===== config.mk =====
export PLATFORM = sky130hd
export DESIGN_NAME = system_clock_divide_control
export DESIGN_NICKNAME = d
export VERILOG_FILES = /design/src/hw/clk_div_pkg.sv /design/src/hw/warmup_timer.sv /design/src/hw/memcyc_timer.sv /design/src/hw/system_clock_divide_control.sv
export VERILOG_INCLUDE_DIRS = /design/src /design/src/hw
export SDC_FILE = /design/constraint.sdc
export NUM_CORES = 1
export LEC_CHECK = 0
export BUFFER_PORTS_ARGS = -buffer_cell sky130_fd_sc_hd__buf_2
export CAP_MARGIN = 10
export CORE_MARGIN = 2
export CORE_UTILIZATION = 35
export CTS_BUF_LIST = sky130_fd_sc_hd__clkbuf_16
export DETAILED_ROUTE_END_ITERATION = 16
export PLACE_DENSITY_LB_ADDON = 0.25
export SLEW_MARGIN = 25
export SYNTH_ARGS = -nofsm -noshare
export SYNTH_HDL_FRONTEND = slang
export SYNTH_SLANG_ARGS = --single-unit

===== constraint.sdc =====
create_clock -name clk_sys -period 2.3 [get_ports clk_sys]
set_clock_uncertainty 0.05 [all_clocks]
set_input_delay 0.23 -clock clk_sys [delete_from_list [all_inputs] [get_ports clk_sys]]
set_output_delay 0.23 -clock clk_sys [all_outputs]
set_load 0.03 [all_outputs]

===== src/hw/clk_div_cfg.svh =====
/*
 Constants of the system clock divide control: field codes, reset values,
 warm-up timing and memory cycle lengths.
 Assumes inclusion by bare name from the package and the design modules.
*/
`ifndef CLK_DIV_CFG_SVH
`define CLK_DIV_CFG_SVH

// ----------------------------------------
// Divide select codes
// ----------------------------------------
`define CDS_MULT 2'h0
`define CDS_RSVD 2'h1
`define CDS_DIV1 2'h2
`define CDS_DIV1024 2'h3
`define CDS_RESET 2'h2

// ----------------------------------------
// Divider and warm-up counts
// ----------------------------------------
`define DIV_SLOW_COUNT 1024
`define WARMUP_OSC_CYCLES 65536

// ----------------------------------------
// Memory cycle lengths in system clocks
// ----------------------------------------
`define MEMCYC_INT 1
`define MEMCYC_BUS1 1
`define MEMCYC_BUS2 2
`define MEMCYC_BUS4 4

`endif


===== src/hw/clk_div_pkg.sv =====
/*
 Types of the system clock divide control.
 Assumes the constants header is on the include path.
*/
package clk_div_pkg;
`include "clk_div_cfg.svh"

   typedef enum logic [1:0] {
      bus_one,
      bus_two,
      bus_four
   } ext_bus_t;

   typedef enum logic [1:0] {
      mult_off,
      mult_warm,
      mult_ready
   } mult_state_t;

   function automatic logic [2:0] memcyc_len(input logic ext_code, input ext_bus_t bus);
      if (!ext_code) begin
         memcyc_len = 3'(`MEMCYC_INT);
      end else begin
         case (bus)
            bus_one: memcyc_len = 3'(`MEMCYC_BUS1);
            bus_two: memcyc_len = 3'(`MEMCYC_BUS2);
            default: memcyc_len = 3'(`MEMCYC_BUS4);
         endcase
      end
   endfunction
endpackage


===== src/hw/warmup_timer.sv =====
/*
 Crystal multiplier warm-up timer counted on oscillator edges.
 Assumes osc_tick is a one-cycle enable per external oscillator cycle.
*/
`timescale 1ns/100ps
`include "clk_div_cfg.svh"
module warmup_timer
   import clk_div_pkg::*;
#(
   parameter int WARMUP_CYCLES = `WARMUP_OSC_CYCLES
) (
   input wire logic clk_sys, // System clock
   input wire logic rst, // Sync reset, high
   input wire logic run, // Multiplier enabled
   input wire logic osc_tick, // Oscillator cycle enable
   output logic done // Warm-up complete
);
   typedef struct packed {
      logic [16:0] count;
      logic done;
   } warm_t;

   warm_t state;
   warm_t next_state;

   always_comb begin
      next_state = state;
      if (!run) begin
         next_state.count = '0;
         next_state.done = 1'b0;
      end else if (osc_tick && !state.done) begin
         next_state.count = state.count + 17'h00001;
         if (state.count == 17'(WARMUP_CYCLES - 1)) begin
            next_state.done = 1'b1;
         end
      end
   end

   always_ff @(posedge clk_sys) begin
      if (rst) begin
         state <= '0;
      end else begin
         state <= next_state;
      end
   end

   assign done = state.done;
endmodule


===== src/hw/memcyc_timer.sv =====
/*
 Memory cycle timer: marks the start of each memory cycle in system clocks.
 Assumes sys_en is the system clock enable pulse.
*/
`timescale 1ns/100ps
module memcyc_timer
   import clk_div_pkg::*;
(
   input wire logic clk_sys, // System clock
   input wire logic rst, // Sync reset, high
   input wire logic sys_en, // System clock enable
   input wire logic ext_code, // Executing external code
   input wire ext_bus_t bus_mode, // External bus structure
   output logic memcyc_start // First system clock of a memory cycle
);
   typedef struct packed {
      logic [2:0] phase;
   } mc_t;

   mc_t state;
   mc_t next_state;
   logic [2:0] len;

   always_comb begin
      len = memcyc_len(ext_code, bus_mode);
      next_state = state;
      if (sys_en) begin
         if (state.phase >= len - 3'h1) begin
            next_state.phase = 3'h0;
         end else begin
            next_state.phase = state.phase + 3'h1;
         end
      end
   end

   always_ff @(posedge clk_sys) begin
      if (rst) begin
         state <= '0;
      end else begin
         state <= next_state;
      end
   end

   assign memcyc_start = sys_en && (state.phase == 3'h0);
endmodule


===== src/hw/system_clock_divide_control.sv =====
/*
 System clock divide control: divide select, crystal multiplier enable and
 warm-up, ready flag, write restrictions, automatic switchback and memory
 cycle timing. The system clock appears as a one-cycle enable on clk_sys.
 Assumes clk_sys runs at four times the external oscillator (40 MHz vs
 10 MHz), so the 4X multiplier output equals clk_sys itself.
*/
`timescale 1ns/100ps
`include "clk_div_cfg.svh"
// How it works
// - Two-bit select picks multiply, divide by 1 (reset) or divide by 1024.
// - Factor bit writable only in divide-by-1 with multiplier disabled.
// - Setting multiplier enable starts warm-up in the chosen factor.
// - Multiplier enable writable only in divide-by-1 with ring flag zero.
// - During warm-up ready stays low and writes of 00b are blocked.
// - Ready flag rises when warm-up completes.
// - Warm-up lasts about 65536 oscillator cycles.
// - Multiplier output takes over at the next memory cycle after 00b.
// - Divide-by-1024 with switchback enabled returns to divide by 1 on events.
// - Switchback acts only in divide-by-1024; other settings unaffected.
// - Internal code memory cycle is one system clock.
// - External code memory cycle is 1, 2 or 4 system clocks.
// - Selected system clock enable drives timers and serial baud logic.
module system_clock_divide_control
   import clk_div_pkg::*;
#(
   parameter int OSC_RATIO = 4,
   parameter int WARMUP_CYCLES = `WARMUP_OSC_CYCLES,
   parameter int SLOW_COUNT = `DIV_SLOW_COUNT
) (
   input wire logic clk_sys, // 40 MHz base clock
   input wire logic rst, // Sync reset, high
   input wire logic divide_wr, // Write strobe for divide select
   input wire logic [1:0] divide_wdata, // New divide select
   input wire logic enable_wr, // Write strobe for multiplier enable
   input wire logic enable_wdata, // New multiplier enable
   input wire logic factor_wr, // Write strobe for factor select
   input wire logic factor_wdata, // New factor: 1 = 4X, 0 = 2X
   input wire logic switchback_wr, // Write strobe for switchback enable
   input wire logic switchback_wdata, // New switchback enable
   input wire logic ring_osc_mode_flag, // Ring oscillator active
   input wire logic ext_irq_event, // Enabled external interrupt, pulse
   input wire logic serial_start_pin, // Serial receive line, async
   input wire logic ext_code, // Executing external program code
   input wire ext_bus_t bus_mode, // External bus structure
   output logic [1:0] clock_divide_select, // Divide select field
   output logic multiplier_enable, // Multiplier enable bit
   output logic multiply_factor_select, // Factor select bit
   output logic auto_switchback_enable, // Switchback enable bit
   output logic multiplier_ready_flag, // Multiplier ready flag
   output logic sys_clk_en, // System clock enable pulse
   output logic memcyc_start // First clock of a memory cycle
);
   typedef struct packed {
      logic [1:0] cds;
      logic [1:0] pend_cds;
      logic pend;
      logic mul_en;
      logic factor;
      logic back_en;
      mult_state_t mstate;
      logic [1:0] osc_div;
      logic [9:0] slow_div;
      logic toggle2x;
      logic rx_s1;
      logic rx_s2;
      logic rx_prev;
      logic sys_en;
   } ctl_t;

   ctl_t state;
   ctl_t next_state;
   logic osc_tick;
   logic warm_done;
   logic rx_start;
   logic mc_start;

   // ----------------------------------------
   // Oscillator tick, one clk_sys in OSC_RATIO
   // ----------------------------------------
   assign osc_tick = (state.osc_div == 2'(OSC_RATIO - 1));

   warmup_timer #(
      .WARMUP_CYCLES(WARMUP_CYCLES)
   ) u_warm (
      .clk_sys(clk_sys),
      .rst(rst),
      .run(state.mul_en),
      .osc_tick(osc_tick),
      .done(warm_done)
   );

   memcyc_timer u_memcyc (
      .clk_sys(clk_sys),
      .rst(rst),
      .sys_en(state.sys_en),
      .ext_code(ext_code),
      .bus_mode(bus_mode),
      .memcyc_start(mc_start)
   );

   // Falling edge of the synchronised receive line
   assign rx_start = state.rx_prev && !state.rx_s2;

   // ----------------------------------------
   // Next state
   // ----------------------------------------
   always_comb begin
      next_state = state;
      next_state.rx_s1 = serial_start_pin;
      next_state.rx_s2 = state.rx_s1;
      next_state.rx_prev = state.rx_s2;
      next_state.osc_div = osc_tick ? 2'h0 : state.osc_div + 2'h1;

      if (factor_wr && state.cds == `CDS_DIV1 && !state.mul_en) begin
         next_state.factor = factor_wdata;
      end

      if (enable_wr && state.cds == `CDS_DIV1 && !ring_osc_mode_flag) begin
         next_state.mul_en = enable_wdata;
      end

      if (switchback_wr) begin
         next_state.back_en = switchback_wdata;
      end

      case (state.mstate)
         mult_off: begin
            if (state.mul_en) begin
               next_state.mstate = mult_warm;
            end
         end
         mult_warm: begin
            if (!state.mul_en) begin
               next_state.mstate = mult_off;
            end else if (warm_done) begin
               next_state.mstate = mult_ready;
            end
         end
         mult_ready: begin
            if (!state.mul_en) begin
               next_state.mstate = mult_off;
            end
         end
         default: next_state.mstate = mult_off;
      endcase

      if (divide_wr) begin
         if (divide_wdata == `CDS_MULT) begin
            if (state.mstate == mult_ready && state.mul_en) begin
               next_state.pend = 1'b1;
               next_state.pend_cds = `CDS_MULT;
            end
         end else if (divide_wdata != `CDS_RSVD) begin
            next_state.cds = divide_wdata;
            next_state.pend = 1'b0;
         end
      end else if (state.pend && mc_start && state.mul_en) begin
         next_state.cds = state.pend_cds;
         next_state.pend = 1'b0;
      end

      // Pending multiply request dies with the multiplier
      if (!state.mul_en) begin
         next_state.pend = 1'b0;
      end

      // Losing the multiplier drops multiply mode back to divide by 1
      if (state.cds == `CDS_MULT && !state.mul_en) begin
         next_state.cds = `CDS_DIV1;
      end

      if (state.cds == `CDS_DIV1024 && state.back_en && (ext_irq_event || rx_start)) begin
         next_state.cds = `CDS_DIV1;
         next_state.pend = 1'b0;
      end

      next_state.sys_en = 1'b0;
      next_state.toggle2x = state.toggle2x;
      case (state.cds)
         `CDS_MULT: begin
            if (state.factor) begin
               next_state.sys_en = 1'b1;
            end else begin
               next_state.toggle2x = !state.toggle2x;
               next_state.sys_en = state.toggle2x;
            end
         end
         `CDS_DIV1024: begin
            if (osc_tick) begin
               if (state.slow_div == 10'(SLOW_COUNT - 1)) begin
                  next_state.slow_div = 10'h000;
                  next_state.sys_en = 1'b1;
               end else begin
                  next_state.slow_div = state.slow_div + 10'h001;
               end
            end
         end
         default: begin
            next_state.sys_en = osc_tick;
            next_state.slow_div = 10'h000;
         end
      endcase
   end

   always_ff @(posedge clk_sys) begin
      if (rst) begin
         state <= '0;
         state.cds <= `CDS_RESET;
         state.rx_s1 <= 1'b1;
         state.rx_s2 <= 1'b1;
         state.rx_prev <= 1'b1;
      end else begin
         state <= next_state;
      end
   end

   // ----------------------------------------
   // Outputs
   // ----------------------------------------
   assign clock_divide_select = state.cds;
   assign multiplier_enable = state.mul_en;
   assign multiply_factor_select = state.factor;
   assign auto_switchback_enable = state.back_en;
   assign multiplier_ready_flag = (state.mstate == mult_ready) && state.mul_en;
   assign sys_clk_en = state.sys_en;
   assign memcyc_start = mc_start;
endmodule


==> Yosys cells after proc, flatten, opt, wreduce, memory -nomap -nowiden <==
Cells that the tools add are included.
{ "totals": {"register_bits": 46, "input_bits": 17, "output_inout_bits": 8, "word_cells": 101} }
{ "op_classes": {"n_addsub": 5, "magnitude_cmp": 1, "n_eq_ne": 17, "n_mux": 24, "bitwise_logic": 3, "n_reduce_logical": 35} }
{ "ops": {"columns": ["cell", "n"], "rows": [
  ["$mux 10", 2],
  ["$pmux 10 s2", 1],
  ["$add 17x1->17 const B", 1],
  ["$eq 17x16->1 const B", 1],
  ["$mux 2", 8],
  ["$logic_and 1x1->1", 13],
  ["$add 10x1->10 const B", 1],
  ["$eq 10x10->1 const B", 1],
  ["$reduce_and 3->1", 3],
  ["$eq 2x2->1 const B", 4],
  ["$logic_not 2->1", 4],
  ["$mux 1", 8],
  ["$ne 2x2->1 const B", 4],
  ["$mux 3", 2],
  ["$pmux 2 s3", 1],
  ["$pmux 3 s2", 1],
  ["$reduce_and 2->1", 3],
  ["$reduce_or 3->1", 2],
  ["$logic_not 1->1", 5],
  ["$eq 2x1->1 const B", 2],
  ["$ne 2x1->1 const B", 2],
  ["$reduce_or 2->1", 2],
  ["$add 3x1->3 const B", 1],
  ["$ge 3x3->1", 1],
  ["10 further kinds", 12]
]} }

==> Longest topological paths before layout <==
Gate-level depths: netlist of the first run.
{ "logic_depth": {"word_depth": 6, "ltp_mapped": 7, "ltp_nobuf": 6} }

==> By module <==
From an unflattened synthesis of the first run, not the netlist that was laid out.
{ "hier_totals": {"cells_unflattened": 248, "area_unflattened_um2": 2222.1} }
{ "modules_own_cells": {"columns": ["module", "instances", "cells_per_inst", "area_per_inst_um2", "seq_area_each_um2"], "rows": [
  ["system_clock_divide_control", 1, 127, 1127.3, 500.5],
  ["warmup_timer", 1, 90, 808.3, 360.3],
  ["memcyc_timer", 1, 31, 286.5, 60.1]
]} }

==> Worst setup path after synthesis of the first run <==
Ideal clock, no wire load.
{ "synth_timing": {"kind": "flip-flop to flip-flop", "start": "reg state (netlist bit clock_divide_select[0])", "end": "reg state[14] (netlist name)", "setup_time_ns": 0.080, "arrival_ns": 1.832, "required_ns": 2.170, "slack_ns": 0.338, "path_stages_with_launch": 8, "n_path_buf": 2, "period_less_slack_ns": 1.962, "cell_sequence": "dfxtp_1 -> ha_1 -> nor2b_1 -> buf_2 -> or2_1 -> clkbuf_2 -> or4_4 -> a211oi_2"} }
{ "synth_between": {"elab_chain_len": 3, "elab_cells_between_ends": 6, "cone_classes": "eq/ne: 2; mux: 1; bitwise: 1; reduce/logical: 2"} }
{ "synth_rtl": {"columns": ["item", "line", "source"], "rows": [
  ["from (decl)", "system_clock_divide_control.sv:71", "ctl_t state;"],
  ["from (signal assigned)", "system_clock_divide_control.sv:214", "state <= next_state;"],
  ["$eq 2x2->1 / $logic_not 2->1 (equally long branches)", "system_clock_divide_control.sv:180", "case (state.cds)"],
  ["$ne 2x2->1 (no line) / $not 1->1 (equally long branches)", null, null],
  ["$reduce_and 2->1 (no line)", null, null]
]} }
Several ways; a longest one is shown, not always the timed one.
A chain may end at the register's enable or synchronous reset.

==> Worst setup path after layout of the first run <==
{ "layout_timing": {"start": "reg state (netlist bit clock_divide_select[1])", "end": "reg state[14] (netlist name)"} }
The elaborated chain is that of the path after synthesis.

==> impl.org, run 1 <==
** Status
- Outcome :: finished, final reports clean

** Floorplanning
- Once the floorplan was initialized, standard cells occupied 36.7% of the core.
- From bottom edge to top edge, the die measures 83.5 um.
- Total number of placement rows :: 28
- Core area :: 0.00603 sq mm
- 25 I/O pins were placed.
- The die covers 0.00696 sq mm.
- The die is 83.5 um wide.

** Detailed routing
- Number of remaining DRC errors :: 0
- Pre-Repair DR Iteration Count :: 4
- DRT iter0 DRCs :: 64
- Total via count after detailed routing :: 1,786
- Routed wire length per instance :: 12.2 um
- Post-Route WL :: 4.24 mm
- Remaining number of nets flagged by the antenna check after routing :: 0
- Vias per cell :: 5.13

** Setup path
- Critical path's top delay family :: simple AND/OR/NAND/NOR gates
- The number of buffers and inverters on the critical path is 0.
- The worst setup path is launched from a flop.
- The largest single stage delay on the critical path is 500 ps.
- STA classifies the critical path endpoint as a flop.
- Critical Path RT :: 2450 ps
- Maximum fanout along the worst path :: 8
- CP cell instances :: ha_1, nor2b_1, or2_1, or4_4, a211oi_2
- CP arrival :: 2170 ps
- Start-to-end type of the worst setup path :: reg -> reg
- The slowest stage of the critical path belongs to the cell sky130_fd_sc_hd__or4_4.

** Yosys
- The synthesized netlist occupies a cell area of 0.00221 sq mm.
- Count leader, synth :: sky130_fd_sc_hd__dfxtp_1
- Averaged over all synthesized cells, the footprint is 8.87 sq um.
- Warnings from Yosys :: 0
- After synthesis, the largest area contributor takes up 41.7% of total cell area.
- Counting flops and latches in the post-synthesis netlist gives 46.
- After technology mapping, the gate count stands at 249.
- Of the synthesized area, sequential elements account for 41.7%.
- Fraction of registers with async set/reset :: 0%
- After synthesis, the cell types taking the most area are sky130_fd_sc_hd__dfxtp_1 42%, sky130_fd_sc_hd__ha_1 6.8%, sky130_fd_sc_hd__xnor2_1 5.5%.
- Library cell occupying the most area in the post-synthesis netlist :: sky130_fd_sc_hd__dfxtp_1
- Number of flops mapped to enable cells by yosys :: 0
- Top cells by count, synth :: 46 x sky130_fd_sc_hd__dfxtp_1, 28 x sky130_fd_sc_hd__nor2_1, 19 x sky130_fd_sc_hd__nand2_1, 14 x sky130_fd_sc_hd__xnor2_1, 12 x sky130_fd_sc_hd__ha_1
- The number of nets handed over by synthesis was 278.
- Cell variety after synth :: 47
- Most used DFF post-synth :: sky130_fd_sc_hd__dfxtp_1

** Placement
- Placed cell count :: 341
- In this run the tool buffered the top-level ports with 24 buffer cells.
- Detailed placer's ending HPWL :: 3.04 mm
- RD Place Congestion :: 0.790

** Final layout
- Number of nets in the final layout :: 302
- The number of antenna diodes in the final layout is 0.
- For this run, the number of standard cells in the final layout without fillers is 348.
- Relative to the synthesized area, the layout overhead comes to 15.1%.
- Filler cell count :: 606
- Fraction of final layout cells with drive strength greater than 1 :: 15.0%
- Final design utilization :: 42.2%

** Pwr
- The analysis attributes to cell leakage a power of 0.940 nW.
- Worst VDD drop :: 0.320 mV
- Final Power :: 0.00160 W
- Pwr/cell area :: 631 mW/mm^2

** Run
- Number of max-cap violations :: 0

** CTS
- The clock tree synthesis step divided the H-tree into 2 levels.
- The clock net in this run drives a total of 46 sinks.
- # resized after CTS :: 0
- TritonCTS created 5 clock buffers.
- TritonCTS clock tree :: built
- Number of post-CTS setup repair buffers :: 0
- Buffer cell driving the clock tree root :: sky130_fd_sc_hd__clkbuf_16
- The later pin in the worst-skew pair is clocked with a latency of 280 ps.
- Hold buffer count at cts :: 0
- Worst-case clock buffer depth :: 2
- Clock Pin Slew Worst Setup and Hold Paths :: 60 ps

** GRT
- Remaining global-route overflow :: 0
- Antenna violations before repair :: 0
- The via count of the first global-routing pass is 1,715.
- GRT Resource Usage Total :: 12.8%
- Maximum number of pins on one net before global-route repair :: 26
- The first global-routing pass estimated 7.51 mm of wire.

** Timing
- Setup repair after global routing left no endpoint under its margin.
- Clock period minus final worst setup slack :: 2030 ps
- Max-slew violation count :: 0
- Adding up every negative setup slack in the final design gives 0 ps.
- Max_slew headroom :: 65.3%
- Worst hold slack :: 74.7 ps
- Setup violations remaining at the end of the flow were counted as 0.
- The number of hold violations in the final report came to 0.
- For the pin with the worst max-slew slack, the measured transition is 516 ps.
- Final Cycle Share :: 88.1%
- Fmax achieved :: 493 MHz

** Hold path
- The tightest min-delay check is of the in -> reg type.
flip-flops by register name, indices dropped and copies added (netlist names), 2 cells and up:
name                 count
next_state               2
state                   17
u_memcyc.state           3
u_warm.state            17
clock_divide_select      2
worst register-to-register path: stages (launching register included):
cell                       delay [ps]
sky130_fd_sc_hd__dfxtp_1          350
sky130_fd_sc_hd__ha_1             270
sky130_fd_sc_hd__nor2b_1          240
sky130_fd_sc_hd__or2_1            310
sky130_fd_sc_hd__or4_4            500
sky130_fd_sc_hd__a211oi_2         220
kinds of logic after synthesis:
logic type | Yosys count | share of synthesized area [%]
flops | 46 | 41.7
other cells | 1 | 0.170
buf+inv | 22 | 4.19
compound gates | 32 | 10.0
xor+xnor | 20 | 7.93
simple gates | 110 | 26.4
fa+ha+maj | 12 | 6.79
mux | 6 | 2.77
final cells by class:
class                   instances  area (sq um)  share of cell area (%)
clock buffers                   5           125                    4.92
clock inverters                 2          11.3                   0.443
inverters                      10          37.5                    1.48
multi-input cells             181          1200                    47.0
flip-flops and latches         46           921                    36.2
well taps                      75          93.8                    3.69
repair buffers                 29           158                    6.20
through the flow:
step | instance area (sq um) | setup slack [ps]
detailed placement | 2410 | 281
floorplan | 2210 | 338
global placement | 2410 | 368
finish | 2540 | 273
global route | 2540 | 155
CTS | 2540 | 273
where the power goes:
group	total [W]	internal [W]	leakage [nW]	switching (W)
Clock	0.000680	0.000392	0.0671	0.000288
Combinational	0.000104	0.0000442	0.500	0.0000601
Sequential	0.000819	0.000810	0.372	0.00000913
cells in the final DEF, fill, tap and decap left out, types with 2 or more instances in the layout:
cell / n
sky130_fd_sc_hd__dfxtp_1: 46
sky130_fd_sc_hd__nor2_1: 28
sky130_fd_sc_hd__buf_2: 24
sky130_fd_sc_hd__nand2_1: 19
sky130_fd_sc_hd__xnor2_1: 14
sky130_fd_sc_hd__ha_1: 12
sky130_fd_sc_hd__inv_1: 11
sky130_fd_sc_hd__a21oi_1: 10
sky130_fd_sc_hd__nor3_1: 10
sky130_fd_sc_hd__nand3_1: 8
sky130_fd_sc_hd__nand4_1: 7
sky130_fd_sc_hd__and3_1: 6
sky130_fd_sc_hd__xor2_1: 6
sky130_fd_sc_hd__nor4_1: 5
sky130_fd_sc_hd__a211oi_1: 5
sky130_fd_sc_hd__mux2i_1: 5
sky130_fd_sc_hd__clkbuf_16: 5
sky130_fd_sc_hd__buf_4: 5
sky130_fd_sc_hd__nor2b_1: 4
sky130_fd_sc_hd__o31ai_1: 4
sky130_fd_sc_hd__nor3b_1: 3
sky130_fd_sc_hd__or4_1: 3
sky130_fd_sc_hd__or2_2: 3
sky130_fd_sc_hd__and3b_1: 2
sky130_fd_sc_hd__and4_1: 2
sky130_fd_sc_hd__nand4b_1: 2
sky130_fd_sc_hd__nand2b_1: 2
sky130_fd_sc_hd__a21o_1: 2
sky130_fd_sc_hd__o21ai_0: 2
sky130_fd_sc_hd__nor4b_1: 2
metal layers:
metal	part of all wire (%)	wire [um]	GRT usage, %	vias up
li1	-	-	-	921
met2	44	1870	20.5	31
met3	3.8	161	2.87	4
met5	0	0	0	-
met1	51	2170	17.3	830
met4	0.99	42	3.52	0
path summary, 6_finish.rpt:
path	from	end	slack, ps	depth (start not counted)
setup / recovery	clock_divide_select[1]$_SDFFE_PP1P_	state[14]$_SDFFE_PP0P_	270	5
setup reg to reg	clock_divide_select[1]$_SDFFE_PP1P_	state[14]$_SDFFE_PP0P_	270	5
hold reg to reg	next_state[2]$_SDFF_PP1_	next_state[1]$_SDFF_PP1_	370	1
hold / removal	serial_start_pin	next_state[2]$_SDFF_PP1_	70	2
No activity file was read; power rests on OpenSTA's default activity.
==> inputs of run 2 (changes only) <==
--- a/config.mk
+++ b/config.mk
@@ -16,4 +16,5 @@
 export SLEW_MARGIN = 25
 export SYNTH_ARGS = -nofsm -noshare
 export SYNTH_HDL_FRONTEND = slang
+export SYNTH_HIERARCHICAL = 1
 export SYNTH_SLANG_ARGS = --single-unit
==> impl.org, run 2 <==
** Status
- The flow ran to the end, and the final reports show no timing, DRC or antenna violations.

** Setup path
- The largest single stage delay on the critical path is 450 ps.
- RR Endpoint :: u_warm/state[14]$_SDFFE_PP0N_
- The worst setup path is launched from a flop.
- Setup slack, reg-to-reg :: 440 ps
- The critical path in this run is classified as reg -> reg.
- CP cell instances :: ha_1, and4b_1, nand2_1, or4_1, a21oi_1
- Critical Path RT :: 2450 ps
- CP arrival :: 2020 ps
- Tracing the worst setup path back leads to its startpoint at state[15]$_SDFF_PP0_.
- STA classifies the critical path endpoint as a flop.
- For the worst flop-to-flop path, the logic depth is 5.
- RR Startpoint :: state[15]$_SDFF_PP0_
- Critical path destination :: u_warm/state[14]$_SDFFE_PP0N_
- Highest-delay cell along the critical path :: sky130_fd_sc_hd__or4_1
- Maximum fanout along the worst path :: 9

** Final layout
- For this run, the post-layout net count is 301.
- Number of diodes :: 0
- Once layout is done, the placed cells without fillers occupy 0.00252 sq mm.
- Leading cell types in the layout, fill and taps excluded :: 46 x sky130_fd_sc_hd__dfxtp_1, 29 x sky130_fd_sc_hd__nor2_1, 24 x sky130_fd_sc_hd__buf_2, 20 x sky130_fd_sc_hd__nand2_1, 14 x sky130_fd_sc_hd__a21oi_1
- Filler cell count :: 636
- Cells with a size suffix above 1 make up 14.4% of the layout.
- The library cell used most frequently in the layout, excluding fill and tap cells, is sky130_fd_sc_hd__dfxtp_1.
- Cells fill 40.4% of the core in the end.
- Registers with the highest flip-flop counts :: state (17), u_warm/state (17), u_memcyc/state (3)
- The finished layout holds 347 standard cells, fillers aside.
- The area growth from synthesis to layout is 13.3%.

** Timing
- Setup violations remaining at the end of the flow were counted as 0.
- Worst slew pin tran :: 706 ps
- Dividing the final minimum period by the clock period gives 81.1%.
- Measured against its own limit, the worst slew margin works out to 53.0%.
- Setup repair after global routing left no endpoint under its margin.
- Fmax achieved :: 536 MHz
- Clock period minus final worst setup slack :: 1860 ps
- The number of pins exceeding their max-slew limit in the final report was 0.
- The number of hold violations in the final report is 0.
- For the final routed database, the setup TNS stands at 0 ps.

** Yosys
- Library cell occupying the most area in the post-synthesis netlist :: sky130_fd_sc_hd__dfxtp_1
- By area the synthesized netlist is led by sky130_fd_sc_hd__dfxtp_1 41%, sky130_fd_sc_hd__ha_1 7.3%, sky130_fd_sc_hd__nor2_1 4.9%.
- Number of flops mapped to enable cells by yosys :: 0
- For this run, the register share of the synthesized area comes to 41.4%.
- Flip-flop and latch count after synthesis :: 46
- Synthesis produced a netlist whose cell count is 248.
- Counting flops with an async set or reset pin after synthesis yields a share of 0%.
- Top cells by count, synth :: 46 x sky130_fd_sc_hd__dfxtp_1, 29 x sky130_fd_sc_hd__nor2_1, 20 x sky130_fd_sc_hd__nand2_1, 14 x sky130_fd_sc_hd__a21oi_1, 13 x sky130_fd_sc_hd__ha_1
- Count leader, synth :: sky130_fd_sc_hd__dfxtp_1
- Synthesized Nets :: 278
- Combined area of all synthesized cells :: 0.00222 sq mm
- Warnings from Yosys :: 6
- The share of synthesized area in the top cell type comes to 41.4%.
- The most used flip-flop cell after synthesis is sky130_fd_sc_hd__dfxtp_1.
- Cell variety after synth :: 46
- Synthesized area per cell :: 8.96 sq um

** CTS
- After clock tree synthesis, the setup repair step added 0 buffers.
- # clock sinks :: 46
- Clock buffers created by TritonCTS :: 5
- Worst-case clock buffer depth :: 2
- Clock Latency Late Sink :: 280 ps
- Clock Pin Slew Worst Setup and Hold Paths :: 60 ps
- CTS H-Tree Depth :: 2
- Hold buffer count at cts :: 0
- TritonCTS built the clock tree.
- The tree is rooted in a sky130_fd_sc_hd__clkbuf_16.
- # resized after CTS :: 0

** Floorplanning
- Total number of placement rows :: 29
- Top Ports :: 25
- The die is 83.7 um tall.
- The floorplan step defined a die boundary enclosing 0.00700 sq mm.
- Initial core utilization :: 35.6%
- The core region is 0.00624 sq mm.
- Die Wd :: 83.7 um

** Detailed routing
- The detailed router placed 1,718 vias in this run.
- Pre-Repair DR Iteration Count :: 4
- For this block, the initial DRC count from the detailed router was 67.
- After detailed routing, the number of vias per cell comes to 4.95.
- Routed wire length per instance :: 11.8 um
- Number of remaining DRC errors :: 0
- Remaining number of nets flagged by the antenna check after routing :: 0
- Wires add up to 4.10 mm.

** GRT
- Global routing finished with a remaining overflow of 0.
- Global routing used 12.2% of the available tracks.
- Global-route wire length before repair :: 7.08 mm
- Maximum number of pins on one net before global-route repair :: 19
- Antenna violations before repair :: 0
- Via count of the first global-routing pass :: 1,556

** Placement
- The placed instances occupy a cell area of 0.00239 sq mm.
- Placed cell count :: 341
- Detailed placer's ending HPWL :: 2.97 mm
- The congestion estimate from routability-driven global placement came to 0.814.
- During placement, the flow inserted port buffers numbering 24.

** Pwr
- VDD sags by at most 0.269 mV.
- Pwr/cell area :: 624 mW/mm^2
- Summed over all cells, the static leakage comes to 0.922 nW.

** Hold path
- Min-Delay Path Class :: in -> reg

** Run
- Number of max-cap violations :: 0
## run 2: critical path: cells and delay by family (launching register included)
family | cells | cell delay, ps
simple gates | 3 | 940
flops | 1 | 330
fa+ha+maj | 1 | 330
compound gates | 1 | 140
## run 2: report_power, final
| part | switching, W | internal (W) | leakage (nW) |
|---|---|---|---|
| registers | 0.00000979 | 0.000810 | 0.372 |
| clock network | 0.000267 | 0.000386 | 0.0632 |
| logic | 0.0000579 | 0.0000423 | 0.487 |
| total | 0.000334 | 0.00124 | 0.922 |
## run 2: metal layers
layer  up-vias  GRT usage (%)  share of wire (%)
met5         -              0                  0
met4         0           4.84                1.5
met3         6           2.77                3.7
met2        26           18.4                 42
met1       774           16.9                 53
li1        912              -                  -
## run 2: final cells by class
cell class,count,area (sq um),area share [%]
clock buffer,5,125,4.97
clock inverter,1,3.75,0.149
inverter,9,33.8,1.34
multi-input combinational,184,1210,48.1
sequential,46,921,36.6
tap,77,96.3,3.83
timing repair buffer,25,128,5.07
## run 2: kinds of logic (layout without fill, tap and decap cells)
logic type                 after synthesis  after routing  share of synthesized area, %
muxes                                    5              5                          2.31
DFF                                     46             46                          41.4
AOI/OAI and AO/OA                       37             37                          10.6
adders and majority gates               13             13                          7.32
and+or+nand+nor                        111            111                          27.2
xor gates and xnor gates                18             18                          7.09
buffers and inverters                   18             40                          4.05
## run 2: worst min-delay path by stage
stage                                         from                             end  slack, ps  depth (start not counted)
after floorplan                                rst  u_memcyc/state[0]$_SDFFE_PP0P_        250                          1
after global placement    next_state[2]$_SDFF_PP1_        next_state[1]$_SDFF_PP1_        340                          1
after detailed placement  next_state[2]$_SDFF_PP1_        next_state[1]$_SDFF_PP1_        350                          1
after CTS                         serial_start_pin        next_state[2]$_SDFF_PP1_         80                          2
after global routing              serial_start_pin        next_state[2]$_SDFF_PP1_         80                          2
final                             serial_start_pin        next_state[2]$_SDFF_PP1_         80                          2
## run 2: metrics by stage
stage	setup WS (ps)	hold WS (ps)	power, W
floorplan	576	249	0.000906
global placement	488	342	0.000937
detailed placement	440	345	0.000938
CTS	431	75.2	0.00161
global route	289	79.1	0.00165
finish	435	80.9	0.00157
